## src/srst_pkg.sv

```systemverilog
// Constants, register map and types shared by the system reset controller
package srst_pkg;

	// System clock
	localparam int CLK_MHZ = 250;

	// Low-speed oscillator stop detection, typical time as printed
	localparam int OSC_STOP_TIME_US = 3000;
	localparam int OSC_STOP_CYCLES = OSC_STOP_TIME_US * CLK_MHZ;
	localparam int OSC_CNT_W = 20;

	// Watchdog timing, counted in low-speed oscillator ticks
	localparam int LS_OSC_HZ = 32768;
	localparam int WDT_MIN_PERIOD_MS = 250;
	localparam int WDT_BASE_TICKS = LS_OSC_HZ * WDT_MIN_PERIOD_MS / 1000;
	localparam int WDT_CNT_W = 24;
	localparam int WDT_SEL_W = 2;
	localparam logic [WDT_SEL_W-1:0] WDT_SEL_RESET = 2'h0;

	// Length of the reset hold phase before vectors are fetched
	localparam int RESET_HOLD_CYCLES = 16;
	localparam int HOLD_CNT_W = 5;

	// Register addresses
	localparam int ADDR_W = 16;
	localparam int DATA_W = 8;
	localparam logic [ADDR_W-1:0] ADDR_CAUSE = 16'hf001;
	localparam logic [ADDR_W-1:0] ADDR_WDT_CTRL = 16'hf0e0;
	localparam logic [ADDR_W-1:0] ADDR_WDT_KICK = 16'hf0e1;
	localparam logic [ADDR_W-1:0] ADDR_IRQ_STAT = 16'hf0e2;
	localparam logic [ADDR_W-1:0] ADDR_IRQ_MASK = 16'hf0e3;

	// Reset cause flag layout
	localparam int CAUSE_POR_BIT = 0;
	localparam int CAUSE_OSC_BIT = 1;
	localparam int CAUSE_WDT_BIT = 2;
	localparam logic [DATA_W-1:0] CAUSE_RESET_VAL = 8'h01;

	// Interrupt status and mask layout
	localparam int IRQ_W = 2;
	localparam int IRQ_WDT_WARN_BIT = 0;
	localparam int IRQ_OSC_WARN_BIT = 1;
	localparam logic [IRQ_W-1:0] IRQ_RESET_VAL = 2'h0;

	// Vector table byte addresses
	localparam logic [ADDR_W-1:0] SP_VEC_ADDR = 16'h0000;
	localparam logic [ADDR_W-1:0] PC_VEC_ADDR = 16'h0002;
	localparam logic [ADDR_W-1:0] BRK_PC_VEC_ADDR = 16'h0004;

	// Interrupt level field of the processor status word
	localparam int LEVEL_W = 2;
	localparam logic [LEVEL_W-1:0] BRK_LOW_LEVEL_MAX = 2'h1;

	typedef enum logic [2:0] {
		ST_HOLD,
		ST_FETCH_SP,
		ST_FETCH_PC,
		ST_LOAD_PC,
		ST_RUN
	} srst_state_e;

endpackage

```

## src/srst_sync3.sv

```systemverilog
// Three-stage synchroniser with agreement filter for one asynchronous level
`timescale 1ns/1ps
module srst_sync3 #(
	parameter logic RESET_VAL = 1'b0
) (
	// Clock and reset
	input wire logic mclk_in,
	input wire logic resetn_in,
	// Asynchronous level and its clean copy
	input wire logic async_in,
	output logic level_out
);

	typedef struct packed {
		logic s1;
		logic s2;
		logic s3;
		logic lvl;
	} srst_sync_s;

	localparam srst_sync_s SYNC_RESET = '{s1: RESET_VAL, s2: RESET_VAL, s3: RESET_VAL, lvl: RESET_VAL};

	srst_sync_s q;
	srst_sync_s d;

	// The first stage feeds only the second; the filter compares stages two and three
	always_comb begin
		d = q;
		d.s1 = async_in;
		d.s2 = q.s1;
		d.s3 = q.s2;
		if (q.s2 == q.s3) begin
			d.lvl = q.s3;
		end
	end

	always_ff @(posedge mclk_in or negedge resetn_in) begin
		if (!resetn_in) begin
			q <= SYNC_RESET;
		end else begin
			q <= d;
		end
	end

	assign level_out = q.lvl;

endmodule

```

## src/srst_reset_ctrl.sv

```systemverilog
// System reset controller: source merging, cause flags, watchdog and vector fetch
`timescale 1ns/1ps

// Overview of operation
// - Any of five reset sources resets the device; all but software break give a system reset.
// - Missing low-speed oscillation for the detection time raises a reset.
// - Watchdog overflow period selectable as 250 ms, 1 s, 4 s or 16 s.
// - Software break resets only the CPU; RAM and SFRs keep values.
// - Cause flags survive resets; only the actual cause's flag is set.
// - Power-on flag in bit 0 is set on every power-on reset.
// - Oscillator stop flag in bit 1 set when stop detection causes reset.
// - Watchdog flag in bit 2 set when watchdog overflow causes reset.
// - External pin resets set no cause flag.
// - System reset overrides everything and abandons work in progress.
// - Power circuit is initialised on every reset except software break.
// - SFRs with defined initial values reset, except on software break.
// - Every reset, software break included, initialises the CPU registers.
// - Stack pointer is loaded from program memory word at 0000H.
// - Program counter from 0002H, or 0004H for break at level one or lower.
// - Data memory and undefined-value SFRs are left untouched by reset.
module srst_reset_ctrl
	import srst_pkg::*;
#(
	parameter int OSC_STOP_LIMIT = OSC_STOP_CYCLES,
	parameter int WDT_TICKS = WDT_BASE_TICKS
) (
	// Clock and reset
	input wire logic mclk_in,
	input wire logic resetn_in,
	// Reset sources
	input wire logic ext_resetn_pin_in,
	input wire logic por_detect_in,
	input wire logic lowspeed_osc_in,
	input wire logic software_break_instruction_in,
	input wire logic [srst_pkg::LEVEL_W-1:0] interrupt_level_field_in,
	// Register port
	input wire logic [srst_pkg::ADDR_W-1:0] reg_addr_in,
	input wire logic [srst_pkg::DATA_W-1:0] reg_wdata_in,
	input wire logic reg_wr_in,
	input wire logic reg_rd_in,
	output logic [srst_pkg::DATA_W-1:0] reg_rdata_out,
	// Program memory port for vector fetch
	output logic [srst_pkg::ADDR_W-1:0] rom_addr_out,
	output logic rom_rd_out,
	input wire logic [15:0] rom_data_in,
	// Reset outputs to the CPU, SFRs and power circuit
	output logic cpu_reset_out,
	output logic sfr_reset_out,
	output logic power_circuit_init_out,
	// Vector loads into the CPU
	output logic stack_pointer_load_out,
	output logic [15:0] stack_pointer_out,
	output logic program_counter_load_out,
	output logic [15:0] program_counter_out,
	// Interrupt
	output logic irq_out
);

	import srst_pkg::*;

	localparam logic [OSC_CNT_W-1:0] OSC_LAST = OSC_CNT_W'(OSC_STOP_LIMIT - 1);
	localparam logic [OSC_CNT_W-1:0] OSC_HALF = OSC_CNT_W'(OSC_STOP_LIMIT / 2);
	localparam logic [WDT_CNT_W-1:0] WDT_BASE = WDT_CNT_W'(WDT_TICKS);
	localparam logic [HOLD_CNT_W-1:0] HOLD_LAST = HOLD_CNT_W'(RESET_HOLD_CYCLES - 1);

	typedef struct packed {
		srst_state_e state;
		logic [HOLD_CNT_W-1:0] hold_cnt;
		logic full_rst;
		logic brk_vec;
		logic [DATA_W-1:0] cause;
		logic [WDT_SEL_W-1:0] wdt_sel;
		logic [WDT_CNT_W-1:0] wdt_cnt;
		logic wdt_first;
		logic [IRQ_W-1:0] irq_stat;
		logic [IRQ_W-1:0] irq_mask;
		logic [OSC_CNT_W-1:0] osc_cnt;
		logic osc_stopped;
		logic ls_prev;
		logic [DATA_W-1:0] rdata;
		logic [ADDR_W-1:0] rom_addr;
		logic rom_rd;
		logic [15:0] sp;
		logic [15:0] pc;
		logic sp_ld;
		logic pc_ld;
		logic cpu_rst;
		logic sfr_rst;
		logic pwr_init;
		logic irq;
	} srst_state_s;

	// Power-up looks like a full reset with the power-on flag already set
	localparam srst_state_s CTRL_RESET = '{
		state: ST_HOLD,
		hold_cnt: '0,
		full_rst: 1'b1,
		brk_vec: 1'b0,
		cause: CAUSE_RESET_VAL,
		wdt_sel: WDT_SEL_RESET,
		wdt_cnt: '0,
		wdt_first: 1'b0,
		irq_stat: IRQ_RESET_VAL,
		irq_mask: IRQ_RESET_VAL,
		osc_cnt: '0,
		osc_stopped: 1'b0,
		ls_prev: 1'b0,
		rdata: '0,
		rom_addr: SP_VEC_ADDR,
		rom_rd: 1'b0,
		sp: '0,
		pc: '0,
		sp_ld: 1'b0,
		pc_ld: 1'b0,
		cpu_rst: 1'b1,
		sfr_rst: 1'b1,
		pwr_init: 1'b1,
		irq: 1'b0
	};

	srst_state_s q;
	srst_state_s d;

	logic ext_pin_lvl;
	logic por_lvl;
	logic ls_lvl;

	// Pin-side sources pass the three-stage filter before use
	srst_sync3 #(.RESET_VAL(1'b1)) u_sync_pin (
		.mclk_in(mclk_in),
		.resetn_in(resetn_in),
		.async_in(ext_resetn_pin_in),
		.level_out(ext_pin_lvl)
	);

	srst_sync3 #(.RESET_VAL(1'b0)) u_sync_por (
		.mclk_in(mclk_in),
		.resetn_in(resetn_in),
		.async_in(por_detect_in),
		.level_out(por_lvl)
	);

	srst_sync3 #(.RESET_VAL(1'b0)) u_sync_ls (
		.mclk_in(mclk_in),
		.resetn_in(resetn_in),
		.async_in(lowspeed_osc_in),
		.level_out(ls_lvl)
	);

	logic ls_tick;
	logic osc_event;
	logic wdt_event;
	logic wdt_kick;
	logic full_src;
	logic brk_src;
	logic [WDT_CNT_W-1:0] wdt_limit;
	logic [IRQ_W-1:0] irq_set;
	logic [DATA_W-1:0] cause_set;

	always_comb begin
		d = q;
		d.sp_ld = 1'b0;
		d.pc_ld = 1'b0;
		d.rom_rd = 1'b0;
		d.rdata = '0;
		irq_set = '0;
		cause_set = '0;
		osc_event = 1'b0;
		wdt_event = 1'b0;

		// Low-speed oscillator stop detector runs on the system clock
		// A rising edge of the filtered slow clock is one watchdog tick
		ls_tick = ls_lvl & ~q.ls_prev;
		d.ls_prev = ls_lvl;
		if (ls_lvl != q.ls_prev) begin
			d.osc_cnt = '0;
			d.osc_stopped = 1'b0;
		end else if (q.osc_cnt == OSC_LAST) begin
			d.osc_stopped = 1'b1;
		end else begin
			d.osc_cnt = q.osc_cnt + 1'b1;
		end
		// Early warning halfway through the detection time
		if (ls_lvl == q.ls_prev && q.osc_cnt == OSC_HALF) begin
			irq_set[IRQ_OSC_WARN_BIT] = 1'b1;
		end
		// Only the first stopped cycle counts, so a long stop flags its cause once
		osc_event = d.osc_stopped & ~q.osc_stopped;

		// Watchdog: first overflow warns, second overflow resets
		wdt_limit = WDT_BASE << {q.wdt_sel, 1'b0};
		// Any write to the kick address restarts the count; the data is ignored
		wdt_kick = reg_wr_in && reg_addr_in == ADDR_WDT_KICK;
		if (q.cpu_rst || wdt_kick) begin
			d.wdt_cnt = '0;
			d.wdt_first = 1'b0;
		end else if (ls_tick) begin
			// At or past the limit, so shortening the period mid-count cannot leave the count to wrap
			if (q.wdt_cnt >= wdt_limit - 1'b1) begin
				d.wdt_cnt = '0;
				if (q.wdt_first) begin
					wdt_event = 1'b1;
					d.wdt_first = 1'b0;
				end else begin
					d.wdt_first = 1'b1;
					irq_set[IRQ_WDT_WARN_BIT] = 1'b1;
				end
			end else begin
				d.wdt_cnt = q.wdt_cnt + 1'b1;
			end
		end

		// Source merge; the pin and the break set no cause flag
		full_src = ~ext_pin_lvl | por_lvl | q.osc_stopped | wdt_event;
		// A break is honoured only while running; one during the vector fetch is dropped
		brk_src = software_break_instruction_in && q.state == ST_RUN;
		// The power-on flag is set on every cycle the detector still holds
		cause_set[CAUSE_POR_BIT] = por_lvl;
		cause_set[CAUSE_OSC_BIT] = osc_event;
		cause_set[CAUSE_WDT_BIT] = wdt_event;

		// Register writes; a software write that meets a cause event loses to it
		if (reg_wr_in) begin
			case (reg_addr_in)
				ADDR_CAUSE: d.cause = reg_wdata_in;
				ADDR_WDT_CTRL: d.wdt_sel = reg_wdata_in[WDT_SEL_W-1:0];
				ADDR_IRQ_STAT: d.irq_stat = q.irq_stat & ~reg_wdata_in[IRQ_W-1:0];
				ADDR_IRQ_MASK: d.irq_mask = reg_wdata_in[IRQ_W-1:0];
				default: ;
			endcase
		end
		d.cause = d.cause | cause_set;
		d.irq_stat = d.irq_stat | irq_set;

		// SFRs with defined values return to them, but not on a break reset
		// Cause flags are left out on purpose: only power-up loads their start value and they must survive
		if (q.sfr_rst) begin
			d.wdt_sel = WDT_SEL_RESET;
			d.irq_stat = IRQ_RESET_VAL;
			d.irq_mask = IRQ_RESET_VAL;
		end

		// Register reads answer in the next cycle
		if (reg_rd_in) begin
			case (reg_addr_in)
				ADDR_CAUSE: d.rdata = q.cause;
				ADDR_WDT_CTRL: d.rdata = DATA_W'(q.wdt_sel);
				ADDR_IRQ_STAT: d.rdata = DATA_W'(q.irq_stat);
				ADDR_IRQ_MASK: d.rdata = DATA_W'(q.irq_mask);
				default: d.rdata = '0;
			endcase
		end

		// Reset sequencer; a full reset request restarts it from any state, a break only from run
		if (full_src) begin
			d.state = ST_HOLD;
			d.hold_cnt = '0;
			d.full_rst = 1'b1;
			d.brk_vec = 1'b0;
			d.cpu_rst = 1'b1;
			d.sfr_rst = 1'b1;
			d.pwr_init = 1'b1;
		end else if (brk_src) begin
			d.state = ST_HOLD;
			d.hold_cnt = '0;
			d.full_rst = 1'b0;
			d.brk_vec = interrupt_level_field_in <= BRK_LOW_LEVEL_MAX;
			d.cpu_rst = 1'b1;
		end else begin
			case (q.state)
				ST_HOLD: begin
					if (q.hold_cnt == HOLD_LAST) begin
						d.state = ST_FETCH_SP;
						// A break reset never raised these, so only a full reset releases them
						if (q.full_rst) begin
							d.sfr_rst = 1'b0;
							d.pwr_init = 1'b0;
						end
						d.rom_addr = SP_VEC_ADDR;
						d.rom_rd = 1'b1;
					end else begin
						d.hold_cnt = q.hold_cnt + 1'b1;
					end
				end
				ST_FETCH_SP: begin
					d.state = ST_FETCH_PC;
					d.rom_addr = q.brk_vec ? BRK_PC_VEC_ADDR : PC_VEC_ADDR;
					d.rom_rd = 1'b1;
				end
				ST_FETCH_PC: begin
					d.state = ST_LOAD_PC;
					d.sp = rom_data_in;
					d.sp_ld = 1'b1;
				end
				ST_LOAD_PC: begin
					d.state = ST_RUN;
					d.pc = rom_data_in;
					d.pc_ld = 1'b1;
					d.cpu_rst = 1'b0;
					d.brk_vec = 1'b0;
				end
				ST_RUN: begin
					d.cpu_rst = 1'b0;
				end
				default: begin
					// An illegal state falls back into a fresh reset hold
					d.state = ST_HOLD;
					d.hold_cnt = '0;
					d.cpu_rst = 1'b1;
				end
			endcase
		end

		// Level interrupt while any unmasked status bit is set
		d.irq = |(d.irq_stat & d.irq_mask);
	end

	// Cause flags keep their value through every reset but power loss
	always_ff @(posedge mclk_in or negedge resetn_in) begin
		if (!resetn_in) begin
			q <= CTRL_RESET;
		end else begin
			q <= d;
		end
	end

	assign reg_rdata_out = q.rdata;
	assign rom_addr_out = q.rom_addr;
	assign rom_rd_out = q.rom_rd;
	assign cpu_reset_out = q.cpu_rst;
	assign sfr_reset_out = q.sfr_rst;
	assign power_circuit_init_out = q.pwr_init;
	assign stack_pointer_load_out = q.sp_ld;
	assign stack_pointer_out = q.sp;
	assign program_counter_load_out = q.pc_ld;
	assign program_counter_out = q.pc;
	assign irq_out = q.irq;

endmodule

```

## config.mk

```make
export PLATFORM = sky130hd
export DESIGN_NAME = srst_reset_ctrl
export DESIGN_NICKNAME = d
export VERILOG_FILES = /design/src/srst_pkg.sv /design/src/srst_sync3.sv /design/src/srst_reset_ctrl.sv
export SDC_FILE = /design/constraint.sdc
export NUM_CORES = 1
export LEC_CHECK = 0
export BUFFER_PORTS_ARGS = -buffer_cell sky130_fd_sc_hd__buf_2
export CAP_MARGIN = 25
export CELL_PAD_IN_SITES_DETAIL_PLACEMENT = 0
export CELL_PAD_IN_SITES_GLOBAL_PLACEMENT = 1
export CORE_UTILIZATION = 47
export DETAILED_ROUTE_END_ITERATION = 7
export PLACE_DENSITY = 0.95
export SYNTH_ARGS = -nofsm -noshare
export SYNTH_HDL_FRONTEND = slang
export SYNTH_SLANG_ARGS = --single-unit
```

## constraint.sdc

```tcl
create_clock -name mclk_in -period 9.1 [get_ports mclk_in]
set_input_delay 0.455 -clock mclk_in [delete_from_list [all_inputs] [get_ports mclk_in]]
set_output_delay 0.455 -clock mclk_in [all_outputs]
set_load 0.03 [all_outputs]
```

==> out/results.tsv, run 1 <==
stage	metric	value	unit
clocking	maximum number of buffers from clock root to sink	2	
die	effective utilization at floorplan	48.61	%
worst_setup_path	required time at the worst-slack endpoint	9.39	ns
detailed_routing	vias post-DR	4661	
worst_setup_path	worst endpoint data arrival time	4.20	ns
clocking	number of levels the H-tree was split into	4	
timing	setup_tns	0	ns
final_layout	number of nets in the finished design	732	
final_layout	layout cells sized above 1	25.99	%
logic_synthesis	Syn. warnings	0	
detailed_routing	wire per inst	15.64	um
detailed_routing	Pre-Repair DR Iteration Count	7	
timing	min Tclk post-route	3.906	ns
clocking	TritonCTS clock tree	yes	
grt	number of global-route vias before repair	4623	
logic_synthesis	top cell type by total area after synthesis	sky130_fd_sc_hd__dfrtp_1	
detailed_routing	Post-Route WL	13410	um
placed_design	dpl ws	5.182	ns
logic_synthesis	number of storage elements in the synthesis netlist	131	
final_layout	share of the core filled with cells	55.56	%
worst_setup_path	critical path class	reg2reg	
die	Die Area	14330	um^2
timing	Final Max Tran Viols	0	
grt	first-pass GRT wire length	22380	um
timing	slew of the pin with the lowest slew margin	0.9644	ns
grt	largest net degree at the start of global routing	80	
pwr	power density of the placed cells	187.3	nW/um^2
clocking	Worst-Skew Late Latency	0.41	ns
final_layout	commonest non-fill, non-tap cells in the layout	sky130_fd_sc_hd__dfrtp_1 (123), sky130_fd_sc_hd__buf_2 (96), sky130_fd_sc_hd__nand2_1 (46), sky130_fd_sc_hd__nor2_1 (39), sky130_fd_sc_hd__nand3_1 (27)	
worst_setup_path	sort of element at the end of the critical path	flip-flop	
placed_design	Routability Congestion	0.8347	
timing	maximum achievable frequency	256.0	MHz
clocking	number of sinks handled by clock tree synthesis	131	
detailed_routing	count of unresolved DRC violations after routing	0	
logic_synthesis	Mapped Cells	608	
detailed_routing	antenna violation net count after detailed routing	0	
clocking	# resized after CTS	0	
worst_setup_path	CP max FO	17	
logic_synthesis	count of flip-flops with a built-in enable after synthesis	0	
timing	total count of hold-check failures in the final report	0	
worst_setup_path	source of the worst register-to-register timing path	q[115]$_DFFE_PN0P_	
die	Die H	119.7	um
timing	Final Worst Setup Slack	5.194	ns
timing	number of setup violations in the final report	0	
logic_synthesis	sequential cell area fraction in the yosys report	50.48	%
pwr	worst ir drop on vdd	0.1467	mV
grt	number of antenna violations at the first check in global routing	0	
timing	setup repair after global routing missed its margin	false	
logic_synthesis	Post-Syn Area	6514	um^2
worst_setup_path	peak per-stage delay on the critical path	0.84	ns
timing	share of the clock period used by the worst path after layout	42.92	%
grt	total overflow reported by the global router	0	
logic_synthesis	average instance area after synthesis	10.71	um^2
detailed_routing	violation count after the first detailed-route iteration	307	
die	Core Box Area	13400	um^2
logic_synthesis	Area contributors post-synth	sky130_fd_sc_hd__dfrtp_1 (47%), sky130_fd_sc_hd__buf_4 (6.7%), sky130_fd_sc_hd__mux2_2 (3.3%)	
logic_synthesis	proportion of register bits with asynchronous set or reset after synthesis	100.0	%
worst_setup_path	Worst path slowest cell	sky130_fd_sc_hd__nor3_4	
worst_setup_path	CP cell instances	or2_2 > ha_1 > ha_1 > a21oi_1 > a21oi_1 > a211oi_2 > o31ai_4 > nor3_4 > mux2_2	
clocking	clock buffers created by TritonCTS	17	
timing	Clock Skew	0.009910	ns
final_layout	Antenna diodes	0	
die	Die Span X	119.7	um
clocking	CTS Root Cell	sky130_fd_sc_hd__clkbuf_16	
clocking	setup repair bufs after CTS	0	
placed_design	dpl hpwl	9294	um
timing	worst rel slew slack	35.50	%
grt	total track usage	19.76	%
logic_synthesis	Post-synth top flop	sky130_fd_sc_hd__dfrtp_1	
logic_synthesis	Yosys cell types	64	
worst_setup_path	Setup crit start kind	flip-flop	
outcome	result of the run	finished, final reports clean	
logic_synthesis	area share of the leading cell type in the synthesized netlist	47.25	%
final_layout	most common cell after layout, fill and taps aside	sky130_fd_sc_hd__dfrtp_1	
min_path	worst hold path class	in2async	
worst_setup_path	Critical Path Source	q[115]$_DFFE_PN0P_	
flow_run	# Max-Cap Violations	0	
placed_design	port buffer count	97	
die	boundary pin count	113	
die	Cell Rows	42	
pwr	P_leak	3.530	nW
final_layout	Synth-to-Final Area Change	14.31	%
clocking	number of buffers inserted by hold repair at cts	0	
timing	hold slack	0.07283	ns
clocking	clock-pin slew reported for the worst setup and hold paths after clock tree synthesis	0.06	ns
detailed_routing	post-DR vias/cell	5.439	
==> worst max-delay path, delay by kind of cell (launching register included) <==
kind                     cells  cell delay (ns)
AND/OR/NAND/NOR              2             1.17
AO/OA/AOI/OAI                4             1.16
adder cells (fa/ha/maj)      2             0.59
flip-flops                   1             0.44
multiplexers                 1             0.42
==> sequential cells by signal, indices dropped and copies added (netlist names), 2 cells and up <==
signal,cells
q,71
program_counter_out,16
stack_pointer_out,16
reg_rdata_out,8
rom_addr_out,2
u_sync_ls.d,2
u_sync_pin.d,2
u_sync_por.d,2
==> cell families after synthesis <==
logic type	share of synthesized area (%)
buffers and inverters	8.701
XOR/XNOR	2.555
flip-flops	50.48
multiplexers	7.011
AO/OA/AOI/OAI	9.143
adder cells (fa/ha/maj)	3.150
other	0.1153
AND/OR/NAND/NOR	18.84
==> synthesized netlist by cell type (all sizes together), types with 3 or more instances <==
library cell,n
a211oi,3
a21boi,6
a21o,4
a21oi,23
a22o,7
and2,11
and3,14
and4,4
buf,60
clkbuf,12
dfrtp,123
dfstp,8
ha,14
inv,17
maj3,3
mux2,37
mux2i,4
nand2,46
nand2b,4
nand3,27
nand3b,3
nand4,8
nand4b,3
nor2,39
nor2b,4
nor3,16
nor3b,4
nor4,10
o21a,3
o21ai,25
o31ai,3
or2,4
or3,12
or4,5
xnor2,12
xor2,7
==> worst paths after layout <==
path	to	slack, ns	cells after the start
min in group mclk_in	u_sync_pin.d[2]$_DFF_PN1_	0.15	1
worst min register to register	u_sync_por.d[1]$_DFF_PN0_	0.34	0
worst min-delay path	q[77]$_DFFE_PN0P_	0.07	1
worst max-delay path	program_counter_out[0]$_DFFE_PN0P_	5.19	9
worst max register to register	program_counter_out[0]$_DFFE_PN0P_	5.19	9
max in group asynchronous	cpu_reset_out$_DFFE_PN1P_	8.00	3
==> power breakdown <==
| part | internal [mW] | switching (mW) |
|---|---|---|
| Clock | 0.475 | 0.250 |
| Sequential | 0.593 | 0.00810 |
| Combinational | 0.0240 | 0.0448 |
==> stage by stage <==
step	std cells	instance area (um^2)	power [mW]
after global placement	824	6783	0.6752
after global routing	857	7446	1.446
after CTS	856	7418	1.403
final	857	7446	1.395
after detailed placement	824	6783	0.6787
after floorplan	621	6563	0.6499
==> layout make-up <==
cell class                 instances  area [um^2]
clock buffer                      21        460.4
multi-input combinational        401         2708
timing repair buffer             100        530.5
fill                            1129         5954
inverter                          17        63.81
tap                              176        220.2
clock inverter                    11        175.2
sequential                       131         3288
==> layer usage <==
| layer | track usage, % | share of wire [%] |
|---|---|---|
| met5 | 0 | 0 |
| met4 | 5.703 | 1.1 |
| met3 | 3.850 | 3.8 |
| met2 | 34.50 | 51 |
| met1 | 24.79 | 44 |
(Power assumes the default switching activity.)
==> inputs of run 2 (changes only) <==
--- a/config.mk
+++ b/config.mk
@@ -9,9 +9,9 @@
 export CAP_MARGIN = 25
 export CELL_PAD_IN_SITES_DETAIL_PLACEMENT = 0
 export CELL_PAD_IN_SITES_GLOBAL_PLACEMENT = 1
-export CORE_UTILIZATION = 47
+export CORE_UTILIZATION = 40
 export DETAILED_ROUTE_END_ITERATION = 7
-export PLACE_DENSITY = 0.95
+export PLACE_DENSITY = 0.88
 export SYNTH_ARGS = -nofsm -noshare
 export SYNTH_HDL_FRONTEND = slang
 export SYNTH_SLANG_ARGS = --single-unit
==> constraint.sdc (replaced) <==
create_clock -name mclk_in -period 3.4 [get_ports mclk_in]
set_input_delay 0.17 -clock mclk_in [delete_from_list [all_inputs] [get_ports mclk_in]]
set_output_delay 0.17 -clock mclk_in [all_outputs]
set_load 0.03 [all_outputs]
==> out/results.tsv, run 2 (synthesized netlist as in run 1, its figures left out) <==
stage	metric	value	unit	change
outcome	result of the run	finished, final reports clean		unchanged
die	Die Span X	129.6	um	was 119.7 um
worst_setup_path	reg-to-reg setup timing slack	0.23	ns	was 5.19 ns
timing	setup repair after global routing missed its margin	false		unchanged
placed_design	dpl hpwl	10140	um	was 9294 um
min_path	startpoint of the most critical hold path	reg_wdata_in[2]		
final_layout	Synth-to-Final Area Change	17.79	%	was 14.31%
timing	total count of hold-check failures in the final report	0		unchanged
flow_run	# Max-Cap Violations	0		unchanged
die	Die Area	16800	um^2	was 14330 um^2
clocking	Worst-Skew Late Latency	0.42	ns	was 0.41 ns
worst_setup_path	depth of the worst register-to-register path	10		was 9
final_layout	filler cell count	1452		was 1129
pwr	Clk network pwr share	47.8	%	was 52.0%
worst_setup_path	peak per-stage delay on the critical path	0.42	ns	was 0.84 ns
clocking	CTS Root Cell	sky130_fd_sc_hd__clkbuf_16		unchanged
detailed_routing	antenna violation net count after detailed routing	0		unchanged
worst_setup_path	required time at the worst-slack endpoint	3.70	ns	was 9.39 ns
pwr	P_leak	3.613	nW	was 3.530 nW
final_layout	Antenna diodes	0		unchanged
detailed_routing	wire per inst	15.29	um	was 15.64 um
min_path	number of cells traversed by the worst hold path	3		
grt	number of global-route vias before repair	4872		was 4623
timing	Clock Skew	0.008190	ns	was 0.009910 ns
timing	worst rel slew slack	45.04	%	was 35.50%
timing	Final Max Tran Viols	0		unchanged
detailed_routing	Pre-Repair DR Iteration Count	5		was 7
final_layout	most common cell after layout, fill and taps aside	sky130_fd_sc_hd__dfrtp_1		unchanged
grt	total track usage	18.06	%	was 19.76%
final_layout	commonest non-fill, non-tap cells in the layout	sky130_fd_sc_hd__dfrtp_1 (123), sky130_fd_sc_hd__buf_2 (96), sky130_fd_sc_hd__nand2_1 (46), sky130_fd_sc_hd__nor2_1 (39), sky130_fd_sc_hd__nand3_1 (27)		unchanged
pwr	internal power	2.683	mW	was 1.092 mW
worst_setup_path	source of the worst register-to-register timing path	q[115]$_DFFE_PN0P_		unchanged
min_path	Worst Hold Endpoint	q[118]$_DFF_PN0_		
final_layout	area of all placed cells without fillers	7672	um^2	was 7446 um^2
worst_setup_path	CP cell instances	or2_2 > ha_1 > ha_1 > a21oi_1 > a21oi_1 > a211oi_2 > o31ai_4 > nor3_4 > buf_4 > mux2_1		was or2_2 > ha_1 > ha_1 > a21oi_1 > a21oi_1 > a211oi_2 > o31ai_4 > nor3_4 > mux2_2
worst_setup_path	CP max FO	11		was 17
placed_design	total placed cells including tap cells	871		was 824
detailed_routing	vias post-DR	4781		was 4661
die	Core Box Area	15890	um^2	was 13400 um^2
clocking	setup repair bufs after CTS	0		unchanged
worst_setup_path	Reg-to-Reg End	program_counter_out[8]$_DFFE_PN0P_		was program_counter_out[0]$_DFFE_PN0P_
min_path	worst hold path class	in2reg		was in2async
pwr	proportion of power drawn by flip-flops and latches	46.2	%	was 43.1%
detailed_routing	violation count after the first detailed-route iteration	332		was 307
worst_setup_path	worst endpoint data arrival time	3.47	ns	was 4.20 ns
pwr	part of the power in combinational logic	5.9	%	was 4.9%
grt	total overflow reported by the global router	0		unchanged
clocking	clock buffers created by TritonCTS	17		unchanged
pwr	power density of the placed cells	453.6	nW/um^2	was 187.3 nW/um^2
timing	slew of the pin with the lowest slew margin	0.8244	ns	was 0.9644 ns
worst_setup_path	sort of element at the end of the critical path	flip-flop		unchanged
pwr	final total power	3.480	mW	was 1.395 mW
placed_design	area post-placement	6885	um^2	was 6783 um^2
clocking	maximum number of buffers from clock root to sink	2		unchanged
placed_design	Routability Congestion	0.8665		was 0.8347
timing	setup_tns	0	ns	unchanged
grt	largest net degree at the start of global routing	68		was 80
placed_design	port buffer count	97		unchanged
final_layout	register ranked first by flip-flop count	q		unchanged
final_layout	footprint of the flip-flops and latches	3288	um^2	unchanged
worst_setup_path	top cell family by delay on the critical path	compound AO/OA/AOI/OAI gates		was simple AND/OR/NAND/NOR gates
clocking	number of levels the H-tree was split into	4		unchanged
clocking	TritonCTS clock tree	yes		unchanged
die	boundary pin count	113		unchanged
worst_setup_path	critical path class	reg2reg		unchanged
worst_setup_path	Worst Path Buf+Inv	1		was 0
clocking	clock-pin slew reported for the worst setup and hold paths after clock tree synthesis	0.06	ns	about the same
worst_setup_path	Setup crit start kind	flip-flop		unchanged
final_layout	Layout Cells excl Fill	927		was 857
final_layout	area of the multi-input gates	2708	um^2	unchanged
detailed_routing	Post-Route WL	14180	um	was 13410 um
timing	share of the clock period used by the worst path after layout	93.13	%	was 42.92%
detailed_routing	count of unresolved DRC violations after routing	0		unchanged
pwr	worst ir drop on vdd	0.3789	mV	was 0.1467 mV
final_layout	layout cells sized above 1	25.32	%	was 25.99%
timing	number of setup violations in the final report	0		unchanged
detailed_routing	post-DR vias/cell	5.157		was 5.439
pwr	net switching power figure	796.8	uW	was 303.0 uW
pwr	switching share of power	22.90	%	was 21.72%
final_layout	number of nets in the finished design	763		was 732
timing	min Tclk post-route	3.166	ns	was 3.906 ns
grt	number of antenna violations at the first check in global routing	0		unchanged
die	Die H	129.6	um	was 119.7 um
die	effective utilization at floorplan	41.01	%	was 48.61%
grt	first-pass GRT wire length	23180	um	was 22380 um
die	Cell Rows	46		was 42
final_layout	max FFs per register	71		unchanged
clocking	number of sinks handled by clock tree synthesis	131		unchanged
worst_setup_path	Worst path slowest cell	sky130_fd_sc_hd__dfrtp_1		was sky130_fd_sc_hd__nor3_4
timing	maximum achievable frequency	315.8	MHz	was 256.0 MHz
[run 2: cell types whose count changed in the layout (fill, tap and decap cells not counted), sizes merged]
cell / change
dlygate4sd3: +25
clkinv: +2
inv: -1
buf: +6
bufinv: -3
clkbuf: +1
[run 2: power groups by stage]
stage	Combinational [mW]	Clock, mW	Sequential (mW)
3_3_place_gp	0.178	0	1.63
3_5_place_dp	0.184	0	1.64
4_1_cts	0.209	1.70	1.61
2_1_floorplan	0.110	0	1.63
5_1_grt	0.234	1.76	1.61
6_report	0.206	1.66	1.61
[run 2: what timing repair did]
item / in CTS / in global routing
hold buffers: 25 / 0
endpoints found under the hold margin: 97 / 0
resized for setup: 0 / 0
[run 2: worst max path at each step]
stage                             from                                   to  slack [ns]  cells past startpoint
global placement    q[115]$_DFFE_PN0P_   program_counter_out[0]$_DFFE_PN0P_        0.31                     10
detailed placement  q[115]$_DFFE_PN0P_  program_counter_out[12]$_DFFE_PN0P_        0.25                     10
global route        q[115]$_DFFE_PN0P_  program_counter_out[12]$_DFFE_PN0P_        0.10                     10
floorplan           q[115]$_DFFE_PN0P_    stack_pointer_out[10]$_DFFE_PN0P_        0.25                     10
finish              q[115]$_DFFE_PN0P_   program_counter_out[8]$_DFFE_PN0P_        0.23                     10
CTS                 q[115]$_DFFE_PN0P_  program_counter_out[12]$_DFFE_PN0P_        0.22                     10
[run 2: per-layer routing]
metal  vias up  track usage (%)  routed length (um)
li1       2256                -                   -
met1      2372            20.89                5959
met2       130            30.58                7163
met3        23            5.739                 743
met4         0            8.208                 308
met5         -                0                   0
[run 2: per-stage QoR]
step                setup WS (ns)  utilization [%]  hold WS [ns]
floorplan                  0.2521                -       -0.1256
global placement           0.3059            43.34        0.2850
detailed placement         0.2535            43.34        0.2826
CTS                        0.2164            48.30      0.004982
global route               0.1007            48.30       0.01757
finish                     0.2336            48.30       0.01843
[run 2: worst register-to-register path, stage by stage (launching register included)]
cell                       delay [ns]
sky130_fd_sc_hd__dfrtp_1         0.42
sky130_fd_sc_hd__or2_2           0.33
sky130_fd_sc_hd__ha_1            0.28
sky130_fd_sc_hd__ha_1            0.32
sky130_fd_sc_hd__a21oi_1         0.16
sky130_fd_sc_hd__a21oi_1         0.10
sky130_fd_sc_hd__a211oi_2        0.36
sky130_fd_sc_hd__o31ai_4         0.22
sky130_fd_sc_hd__nor3_4          0.24
sky130_fd_sc_hd__buf_4           0.25
sky130_fd_sc_hd__mux2_1          0.36
[run 2: final cells by class]
class | instances | share of cell area [%]
flip-flops and latches | 131 | 42.86
multi-input cells | 401 | 35.29
clock buffers | 22 | 5.920
well taps | 216 | 3.523
inverters | 17 | 0.8317
repair buffers | 131 | 10.50
clock inverters | 9 | 1.076
